`config.mk`:
```
export PLATFORM = sky130hd
export DESIGN_NAME = bmd_datapath
export DESIGN_NICKNAME = d
export VERILOG_FILES = /design/src/design/bmd_pkg.sv /design/src/design/bmd_field_unit.sv /design/src/design/bmd_datapath.sv
export VERILOG_INCLUDE_DIRS = /design/src /design/src/design
export SDC_FILE = /design/constraint.sdc
export NUM_CORES = 1
export LEC_CHECK = 0
export CORE_ASPECT_RATIO = 0.8
export CORE_UTILIZATION = 45
export CTS_CLUSTER_SIZE = 14
export DETAILED_ROUTE_END_ITERATION = 7
export DONT_BUFFER_PORTS = 1
export GPL_ROUTABILITY_DRIVEN = 0
export GPL_TIMING_DRIVEN = 1
export SYNTH_ARGS = -nofsm -noshare
export SYNTH_HDL_FRONTEND = slang
export SYNTH_SLANG_ARGS = --single-unit
```
`constraint.sdc`:
```
create_clock -name core_clk -period 0.9 [get_ports core_clk]
set_input_delay 0.045 -clock core_clk [delete_from_list [all_inputs] [get_ports core_clk]]
set_output_delay 0.045 -clock core_clk [all_outputs]
set_load 0.02 [all_outputs]
```
`src/design/bmd_params.svh`:
```
// constants for the bit manipulation datapath
`ifndef BMD_PARAMS_SVH
`define BMD_PARAMS_SVH
`define BMD_BYTE_W 8
`define BMD_BITNO_W 3
`define BMD_BYTE_ZERO 8'h00
`define BMD_BYTE_ONES 8'hff
`define BMD_FLAG_RST 1'b0
`endif

```
`src/design/bmd_pkg.sv`:
```
// types for the bit manipulation datapath
package bmd_pkg;
  typedef enum logic [3:0] {
    BMD_OP_NONE = 4'h0,
    BMD_OP_CARRY_OR_INV = 4'h1,
    BMD_OP_CARRY_XOR = 4'h2,
    BMD_OP_CARRY_XOR_INV = 4'h3,
    BMD_OP_LOAD_BIT = 4'h4,
    BMD_OP_LOAD_INV_BIT = 4'h5,
    BMD_OP_STORE_CARRY = 4'h6,
    BMD_OP_STORE_INV_CARRY = 4'h7,
    BMD_OP_STORE_ZERO = 4'h8,
    BMD_OP_STORE_INV_ZERO = 4'h9,
    BMD_OP_EXTRACT_FIELD = 4'ha,
    BMD_OP_INSERT_FIELD = 4'hb
  } bmd_op_t;
endpackage : bmd_pkg

```
`src/design/bmd_field_unit.sv`:
```
// combinational bit-field extract and insert on one byte
`timescale 1ns/1ps
`include "bmd_params.svh"
module bmd_field_unit #(
  parameter int W = `BMD_BYTE_W
) (
  // operands
  input wire logic [W-1:0] mem_byte,
  input wire logic [W-1:0] field_mask,
  input wire logic [W-1:0] reg_low,
  // results
  output logic [W-1:0] extracted,
  output logic [W-1:0] inserted
);
  logic [W-1:0] lowest;
  logic [W-1:0] masked;
  logic [W-1:0] shifted;

  // shift right until the mask's lowest set bit sits at bit zero
  always_comb begin
    lowest = field_mask & (~field_mask + 1'b1);
    masked = mem_byte & field_mask;
    extracted = `BMD_BYTE_ZERO;
    shifted = `BMD_BYTE_ZERO;
    for (int i = 0; i < W; i++) begin
      if (lowest[i]) begin
        extracted = masked >> i;
        shifted = reg_low << i;
      end
    end
    inserted = (mem_byte & ~field_mask) | (shifted & field_mask);
  end
endmodule : bmd_field_unit

```
`src/design/bmd_datapath.sv`:
```
// bit manipulation datapath: carry logic, bit stores, field moves
// Functional notes
// - bit position comes from a 3-bit immediate field
// - inverted-or: carry becomes carry or not bit
// - xor: carry becomes carry xor bit
// - inverted xor: carry becomes carry xor not bit
// - bit load copies selected bit into carry
// - inverted bit load writes not bit into carry
// - carry store writes carry into bit, others kept
// - inverted carry store writes not carry into bit
// - zero flag store writes zero flag into memory bit only
// - inverted zero flag store writes not zero flag, memory only
// - field extract moves memory field to register low bits
// - field insert moves register low bits into memory field
`timescale 1ns/1ps
`include "bmd_params.svh"
module bmd_datapath #(
  // operand byte width; the bit number only reaches the low eight bits
  parameter int W = `BMD_BYTE_W
) (
  // clock and reset
  input wire logic core_clk,
  input wire logic rstn,
  // request from the decoder
  input wire logic op_valid,
  input wire bmd_pkg::bmd_op_t op,
  input wire logic [`BMD_BITNO_W-1:0] bit_imm,
  input wire logic [W-1:0] field_mask,
  input wire logic operand_is_mem,
  input wire logic [W-1:0] source_operand,
  input wire logic [W-1:0] source_register,
  // flags in
  input wire logic carry_in,
  input wire logic zero_in,
  // results
  output logic done,
  output logic carry_we,
  output logic carry_out,
  output logic byte_we,
  output logic byte_to_mem,
  output logic [W-1:0] byte_out,
  output logic reg_we,
  output logic [W-1:0] reg_out,
  output logic illegal
);
  // next values of the strobe flops
  logic next_done;
  logic next_carry_we;
  logic next_byte_we;
  logic next_reg_we;
  logic next_illegal;
  // next values of the data flops
  logic next_carry_out;
  logic next_byte_to_mem;
  logic [W-1:0] next_byte_out;
  logic [W-1:0] next_reg_out;
  // operand bit picked by the immediate bit number
  logic sel_bit;
  logic [W-1:0] bit_hot;
  // field unit results, both computed every cycle
  logic [W-1:0] extracted;
  logic [W-1:0] inserted;

  // replace one bit of a byte, leaving the others alone
  // the bit number is three bits wide, so it never indexes past bit 7
  function automatic logic [W-1:0] put_bit(
      input logic [W-1:0] b,
      input logic [`BMD_BITNO_W-1:0] n,
      input logic v);
    logic [W-1:0] r;
    r = b;
    r[n] = v;
    return r;
  endfunction : put_bit

  // field unit is purely combinational; its results are registered below
  bmd_field_unit #(.W(W)) u_field (
    .mem_byte(source_operand),
    .field_mask(field_mask),
    .reg_low(source_register),
    .extracted(extracted),
    .inserted(inserted)
  );

  // one-hot decode of the bit number; an and-or tree per bit keeps the
  // select flat instead of a wide multiplexer
  for (genvar g = 0; g < W; g++) begin : g_bit_hot
    assign bit_hot[g] = (int'(bit_imm) == g);
  end
  assign sel_bit = |(source_operand & bit_hot);

  // next results; store ops rewrite the fetched byte in place
  // strobes fall back low every cycle, data keep their last value so a
  // write-back stage can still read them after the strobe has gone
  always_comb begin
    // defaults: nothing written this cycle
    next_done = op_valid;
    next_carry_we = 1'b0;
    next_carry_out = carry_out;
    next_byte_we = 1'b0;
    next_byte_to_mem = byte_to_mem;
    next_byte_out = byte_out;
    next_reg_we = 1'b0;
    next_reg_out = reg_out;
    next_illegal = 1'b0;
    if (op_valid) begin
      unique case (op)
        // carry or'ed with the inverted operand bit
        bmd_pkg::BMD_OP_CARRY_OR_INV: begin
          next_carry_we = 1'b1;
          next_carry_out = carry_in | ~sel_bit;
        end

        // carry xor'ed with the operand bit
        bmd_pkg::BMD_OP_CARRY_XOR: begin
          next_carry_we = 1'b1;
          next_carry_out = carry_in ^ sel_bit;
        end

        // carry xor'ed with the inverted operand bit
        bmd_pkg::BMD_OP_CARRY_XOR_INV: begin
          next_carry_we = 1'b1;
          next_carry_out = carry_in ^ ~sel_bit;
        end

        // plain load: the old carry is thrown away
        bmd_pkg::BMD_OP_LOAD_BIT: begin
          next_carry_we = 1'b1;
          next_carry_out = sel_bit;
        end

        // inverted load: the old carry is thrown away
        bmd_pkg::BMD_OP_LOAD_INV_BIT: begin
          next_carry_we = 1'b1;
          next_carry_out = ~sel_bit;
        end

        // carry into one bit; register or memory destination alike
        bmd_pkg::BMD_OP_STORE_CARRY: begin
          next_byte_we = 1'b1;
          next_byte_to_mem = operand_is_mem;
          next_byte_out = put_bit(source_operand, bit_imm, carry_in);
        end

        // inverted carry into one bit; the other seven are kept
        bmd_pkg::BMD_OP_STORE_INV_CARRY: begin
          next_byte_we = 1'b1;
          next_byte_to_mem = operand_is_mem;
          next_byte_out = put_bit(source_operand, bit_imm, ~carry_in);
        end

        // zero flag stores have a memory path only
        bmd_pkg::BMD_OP_STORE_ZERO,
        bmd_pkg::BMD_OP_STORE_INV_ZERO: begin
          // register destination is refused, nothing written
          if (operand_is_mem) begin
            next_byte_we = 1'b1;
            next_byte_to_mem = 1'b1;
            next_byte_out = put_bit(source_operand, bit_imm,
              (op == bmd_pkg::BMD_OP_STORE_ZERO) ? zero_in : ~zero_in);
          end else begin
            next_illegal = 1'b1;
          end
        end

        // field to register; upper bits come back zero from the unit
        bmd_pkg::BMD_OP_EXTRACT_FIELD: begin
          next_reg_we = 1'b1;
          next_reg_out = extracted;
        end

        // register low bits into the field, outer bits of the byte kept
        bmd_pkg::BMD_OP_INSERT_FIELD: begin
          next_byte_we = 1'b1;
          next_byte_to_mem = 1'b1;
          next_byte_out = inserted;
        end

        // no-op and spare codes: flag them so the decoder can trap
        default: begin
          next_illegal = 1'b1; // unused opcodes flagged, no write
        end
      endcase
    end
  end

  // strobe registers: each is high for exactly the result cycle
  always_ff @(posedge core_clk or negedge rstn) begin
    if (!rstn) begin
      done <= 1'b0;
      carry_we <= 1'b0;
      byte_we <= 1'b0;
      reg_we <= 1'b0;
      illegal <= 1'b0;
    end else begin
      done <= next_done;
      carry_we <= next_carry_we;
      byte_we <= next_byte_we;
      reg_we <= next_reg_we;
      illegal <= next_illegal;
    end
  end

  // data registers; they hold their last value between ops, which costs
  // a feedback mux but lets the write-back stage sample late
  always_ff @(posedge core_clk or negedge rstn) begin
    if (!rstn) begin
      carry_out <= `BMD_FLAG_RST;
      byte_to_mem <= 1'b0;
      byte_out <= `BMD_BYTE_ZERO;
      reg_out <= `BMD_BYTE_ZERO;
    end else begin
      carry_out <= next_carry_out;
      byte_to_mem <= next_byte_to_mem;
      byte_out <= next_byte_out;
      reg_out <= next_reg_out;
    end
  end
endmodule : bmd_datapath

```
; ---- Yosys cells after proc, flatten, opt, wreduce, memory -nomap -nowiden
; Cells that the tools add are included.
[word_totals]
regBits = 23
elab_cells = 96
out_inout_bits = 23
inputBits = 37
[classes]
magnitude_cmp = 2
eq_ne = 19
n_reduce_logical = 15
n_mux = 37
bitwise_logic = 13
addsub = 1
[ops]
columns = operator, n
row1 = $mux 8, 17
row2 = $and 8x8->8, 5
row3 = $pmux 8 s4, 1
row4 = $bwmux 8, 3
row5 = $eq 4x3->1 const B, 4
row6 = $eq 4x4->1 const B, 4
row7 = $eq 3x3->1 const B, 4
row8 = $mux 1, 11
row9 = $reduce_or 9->1, 1
row10 = $add 8x1->8 const B, 1
row11 = $eq 4x2->1 const B, 2
row12 = $not 8->8, 1
row13 = $or 8x8->8, 1
row14 = $reduce_or 8->1, 1
row15 = $eq 3x2->1 const B, 2
row16 = $reduce_and 3->1, 2
row17 = $pmux 1 s5, 1
row18 = $reduce_bool 5->1, 1
row19 = $reduce_or 5->1, 1
row20 = $eq 4x1->1 const B, 1
row21 = $lt 3x4->1 const B, 1
row22 = $pmux 1 s2, 2
row23 = $reduce_and 2->1, 2
row24 = $reduce_bool 4->1, 1
row25 = other kinds (13), 17

; ---- Logic depth before layout (Yosys ltp)
[logic_depth]
ltp_word = 14
ltp_mapped = 7
mapped_depth_nobuf = 6

; ---- Cells and area by module
; A second synthesis with hierarchy kept.
[hier_totals]
hier_cells = 321
hier_area_um2 = 2381.0
[modules_own_cells]
columns = mod, n_inst, area_per_inst_um2, seq_area_each_um2, cells_each
row1 = bmd_datapath, 1, 1587.8, 575.6, 192
row2 = bmd_field_unit, 1, 793.3, 0.0, 129

; ---- Worst setup path after synthesis
; No wires, ideal clock.
[synth_timing]
path_type = input -> register
from = in source_operand[4]
to = reg carry_out
n_path_buf = 1
setup_slack_ns = -0.551
required_ns = 0.759
setup_ns = 0.141
cell_stages = 6
arrival_time_ns = 1.310
cell_sequence = clkbuf_1 mux2_2 mux4_2 xnor2_1 a21oi_1 o2111ai_1
[synth_between]
elab_chain_cells = 5
word_cells_on_any_way = 7
cone_classes = mux (1) / bitwise (5) / reduce/logical (1)
[synth_rtl]
columns = item, line
row1 = from (decl), bmd_datapath.sv:30  ; input wire logic [W-1:0] source_operand,
row2 = $and 8x8->8 *, bmd_datapath.sv:90  ; assign sel_bit = |(source_operand & bit_hot);
row3 = $reduce_or 8->1 *, bmd_datapath.sv:90
row4 = $not 1->1, "bmd_datapath.sv:111, bmd_datapath.sv:123, bmd_datapath.sv:135"
row5 = $xor 1x1->1 / $or 1x1->1 (equally long branches), "bmd_datapath.sv:123, bmd_datapath.sv:111"
row6 = $pmux 1 s5 *, bmd_datapath.sv:107  ; unique case (op)
row7 = to (signal assigned), bmd_datapath.sv:208  ; carry_out <= `BMD_FLAG_RST;
row8 = to (signal assigned), bmd_datapath.sv:213  ; carry_out <= next_carry_out;
row9 = to (decl), bmd_datapath.sv:38  ; output logic carry_out,
; Mark *: on every way between the ends. The rest lies on a longest branch, timed or not.
; A chain may end at the register's enable or synchronous reset.

; ---- Worst setup path after layout
[layout_timing]
from = in bit_imm[2]
to = reg carry_out
[layout_between]
elab_chain_cells = 6
word_cells_on_any_way = 15
cone_classes = eq/ne (7) / mux (1) / bitwise (5) / reduce/logical (2)
[layout_rtl]
columns = item, line
row1 = from (decl), bmd_datapath.sv:27  ; input wire logic [`BMD_BITNO_W-1:0] bit_imm,
row2 = "$eq 3x2->1, or another cell as far along", bmd_datapath.sv:88  ; assign bit_hot[g] = (int'(bit_imm) == g);
row3 = $and 8x8->8 *, bmd_datapath.sv:90
row4 = $reduce_or 8->1 *, bmd_datapath.sv:90
row5 = $not 1->1, "bmd_datapath.sv:111, bmd_datapath.sv:123, bmd_datapath.sv:135"
row6 = $xor 1x1->1 / $or 1x1->1 (equally long branches), "bmd_datapath.sv:123, bmd_datapath.sv:111"
row7 = $pmux 1 s5 *, bmd_datapath.sv:107
; Marks and branches as above.

==> flow_metrics.env <==
export IMPL_max_cap_viol_count=0
export IMPL_crit_type="in2reg"
export IMPL_leakage_uw=0.001305
export IMPL_ys_seq_area_share_pct=24.84
export IMPL_insertion_delay_ns=0.27
export IMPL_synthTopCellsByCount="nand2_1, dfrtp_1, nor2_1"
export IMPL_synthToLayoutAreaGrowth_pct=36.07
export IMPL_synthCells=301
export IMPL_final_nets=388
export IMPL_synth_fp_nets=338
export IMPL_finalSetupViolations=3
export IMPL_finalCriticalPeriod_ns=1.084
export IMPL_vias_per_cell=6.395
export IMPL_place_ws_ns=-0.4443
export IMPL_switching_share_pct=34.12
export IMPL_finClkSkew_ns=0
export IMPL_die_h_microns=66.19
export IMPL_peakVddDrop_uv=804.4
export IMPL_synth_seq_cells=23
export IMPL_grt_overflow_total=0
export IMPL_antenna_left=0
export IMPL_start_util_pct=48.66
export IMPL_port_buffers=0
export IMPL_synthArstFlopShare_pct=100.0
export IMPL_comb_power_share_pct=43.0
export IMPL_yosys_area_top_type="dfrtp_1"
export IMPL_grt_max_degree=33
export IMPL_die_w_microns=82.23
export IMPL_io_pins=60
export IMPL_synth_edf_count=0
export IMPL_synth_most_common_cell="nand2_1"
export IMPL_avgSynthCellArea_sq_um=7.698
export IMPL_hold_class="in2reg"
export IMPL_grt_busiest_layer="met1"
export IMPL_clockRootBuffer="clkbuf_8"
export IMPL_switchingPower_uw=1189
export IMPL_cts_tree="yes"
export IMPL_antenna_found_initial=0
export IMPL_grt_pass1_wl_microns=12090
export IMPL_met2_usage_pct=39.88
export IMPL_drc=0
export IMPL_cts_buffers=3
export IMPL_cp_max_fo=20
export IMPL_num_vias=2622
export IMPL_cts_path_max_buffers=2
export IMPL_grt_pass1_vias=2407
export IMPL_maxSlewViolCount=0
export IMPL_cp_arrival_ns=1.23
export IMPL_synth_top_area_share_pct=24.84
export IMPL_ys_flop_type="dfrtp_1"
export IMPL_ys_warnings_count=0
export IMPL_met3_usage_pct=8.000
export IMPL_rows=22
export IMPL_totalWireLength_microns=7725
export IMPL_violations="hold timing, setup timing"
export IMPL_grt_use_total_pct=29.69
export IMPL_synth_area_sq_um=2317
export IMPL_status="finished, violations left"
export IMPL_die_area_sq_um=5442
export IMPL_htree_levels=1
export IMPL_netlist_top_cells_area="dfrtp_1, mux2i_1, nand2_1"
export IMPL_power_density_nw_per_um2=1105
export IMPL_relSlewSlack_pct=75.07
export IMPL_start_kind="input pin"
export IMPL_use_met1_pct=46.27
export IMPL_dp_hpwl_microns=5568
export IMPL_power_frac_seq_pct=38.1
export IMPL_path_clk_slew_ns=0.09
export IMPL_intPower_uw=2295
export IMPL_power_frac_clock_pct=18.9
export IMPL_diodes=0
export IMPL_wl_per_cell_microns=18.84
export IMPL_dr_pass1_iters=5
export IMPL_core_area_sq_um=4762
export IMPL_final_layout_size_suffix_gt1_share_pct=32.29
export IMPL_drtIter0Drc=225
export IMPL_fin_crit_sh_pct=120.5
export IMPL_numClockSinks=23
export IMPL_tightest_slew_ns=0.3730
export IMPL_rsz0062_at_grt="yes"
export IMPL_end_kind="flop"
export IMPL_finalPower_uw=3484
export IMPL_hold_viol_final=2
export IMPL_ys_types=58
export IMPL_fin_ws_ns=-0.1841
export IMPL_worstPathRequired_ns=1.04
export IMPL_whs_ns=-0.01845
export IMPL_fmax_ghz=0.9224
timing repair:
action                                  in CTS  in global routing
hold buffers                                 5                  2
buffers inserted                             3                  1
gates resized for setup                      7                 31
pin swaps                                    9                 11
hold endpoints to repair                    33                 24
endpoints found under the setup margin       6                 17
per-layer routing:
| layer | vias to the layer above | share of wire (%) | wire length, microns |
|---|---|---|---|
| met4 | 0 | 0.82 | 63 |
| met2 | 156 | 40 | 3126 |
| met5 | - | 0 | 0 |
| met3 | 8 | 11 | 874 |
| met1 | 1214 | 47 | 3660 |
| li1 | 1244 | - | - |
state kept, by name (all words and copies together), names as in the netlist:
name / flops
byte_out: 8
carry_we: 1
reg_we: 1
reg_out: 8
done: 1
carry_out: 1
byte_to_mem: 1
byte_we: 1
illegal: 1
power groups by stage:
stage | clock [uW] | sequential (uW) | combinational, uW
2_1_floorplan | 0 | 1540 | 767
3_3_place_gp | 0 | 1350 | 1340
3_5_place_dp | 0 | 1350 | 1350
4_1_cts | 664 | 1330 | 1400
5_1_grt | 700 | 1360 | 1640
6_report | 657 | 1330 | 1500
cells in the final DEF (no fill, tap or decap), types with 5 or more instances in the layout:
cell type      netlist  routed
nand3_1              9       5
nor2b_1             13      10
dfrtp_1             23      23
nor2_1              19      19
a211oi_1             5       5
o211ai_1             5       5
a31oi_1             14      14
inv_1                7       6
o21ai_0             18      12
buf_4                0      58
dlygate4sd3_1        0       5
o21ai_1              2       5
nand2_1             37      37
mux2i_1             15      15
nor3_1               7       5
a21oi_1              9       8
per-stage QoR:
step	hold slack, ns	TNS [ns]	instance area [sq um]	util [%]	cells
after global routing	-0.02565	-0.4403	3153	66.21	410
after global placement	-0.2500	-3.264	2846	59.77	396
after detailed placement	-0.2502	-3.588	2846	59.77	396
final	-0.01845	-0.3485	3153	66.21	410
after floorplan	-0.2506	-2.210	2530	-	301
after CTS	-0.5418	-0.8577	2992	62.82	408
critical path: stages:
cell and delay (ns):
mux2_4 0.28, mux4_2 0.51, xnor2_1 0.15, a21oi_1 0.14
o2111ai_1 0.10
kinds of logic after synthesis:
kind of cell,count (synthesis),synth area share [%]
AND/OR/NAND/NOR,120,26.57
AO/OA/AOI/OAI,101,30.51
buffers and inverters,32,5.993
multiplexers,23,11.34
flip-flops,23,24.84
XOR/XNOR,2,0.7561
area by class of cell:
class                      instances  area, sq um
multi-input combinational        246         1869
fill                             407         1609
sequential                        23        575.6
timing repair buffer              68        551.8
tap                               60        75.07
clock buffer                       4        45.04
inverter                           9        36.28
worst paths after layout:
kind                                        start                 endpoint  slack, ns  depth (start not counted)
setup / recovery                       bit_imm[2]    carry_out$_DFFE_PN0P_      -0.18                          5
hold / removal                              op[3]       carry_we$_DFF_PN0_      -0.02                          2
setup reg to reg            carry_out$_DFFE_PN0P_    carry_out$_DFFE_PN0P_      -0.18                          5
hold reg to reg            reg_out[2]$_DFFE_PN0P_   reg_out[2]$_DFFE_PN0P_       0.49                          2
max in group asynchronous                    rstn  byte_out[5]$_DFFE_PN0P_       0.55                          2
min in group asynchronous                    rstn  byte_out[4]$_DFFE_PN0P_       0.20                          2
Power figures use the tool's default switching activity.
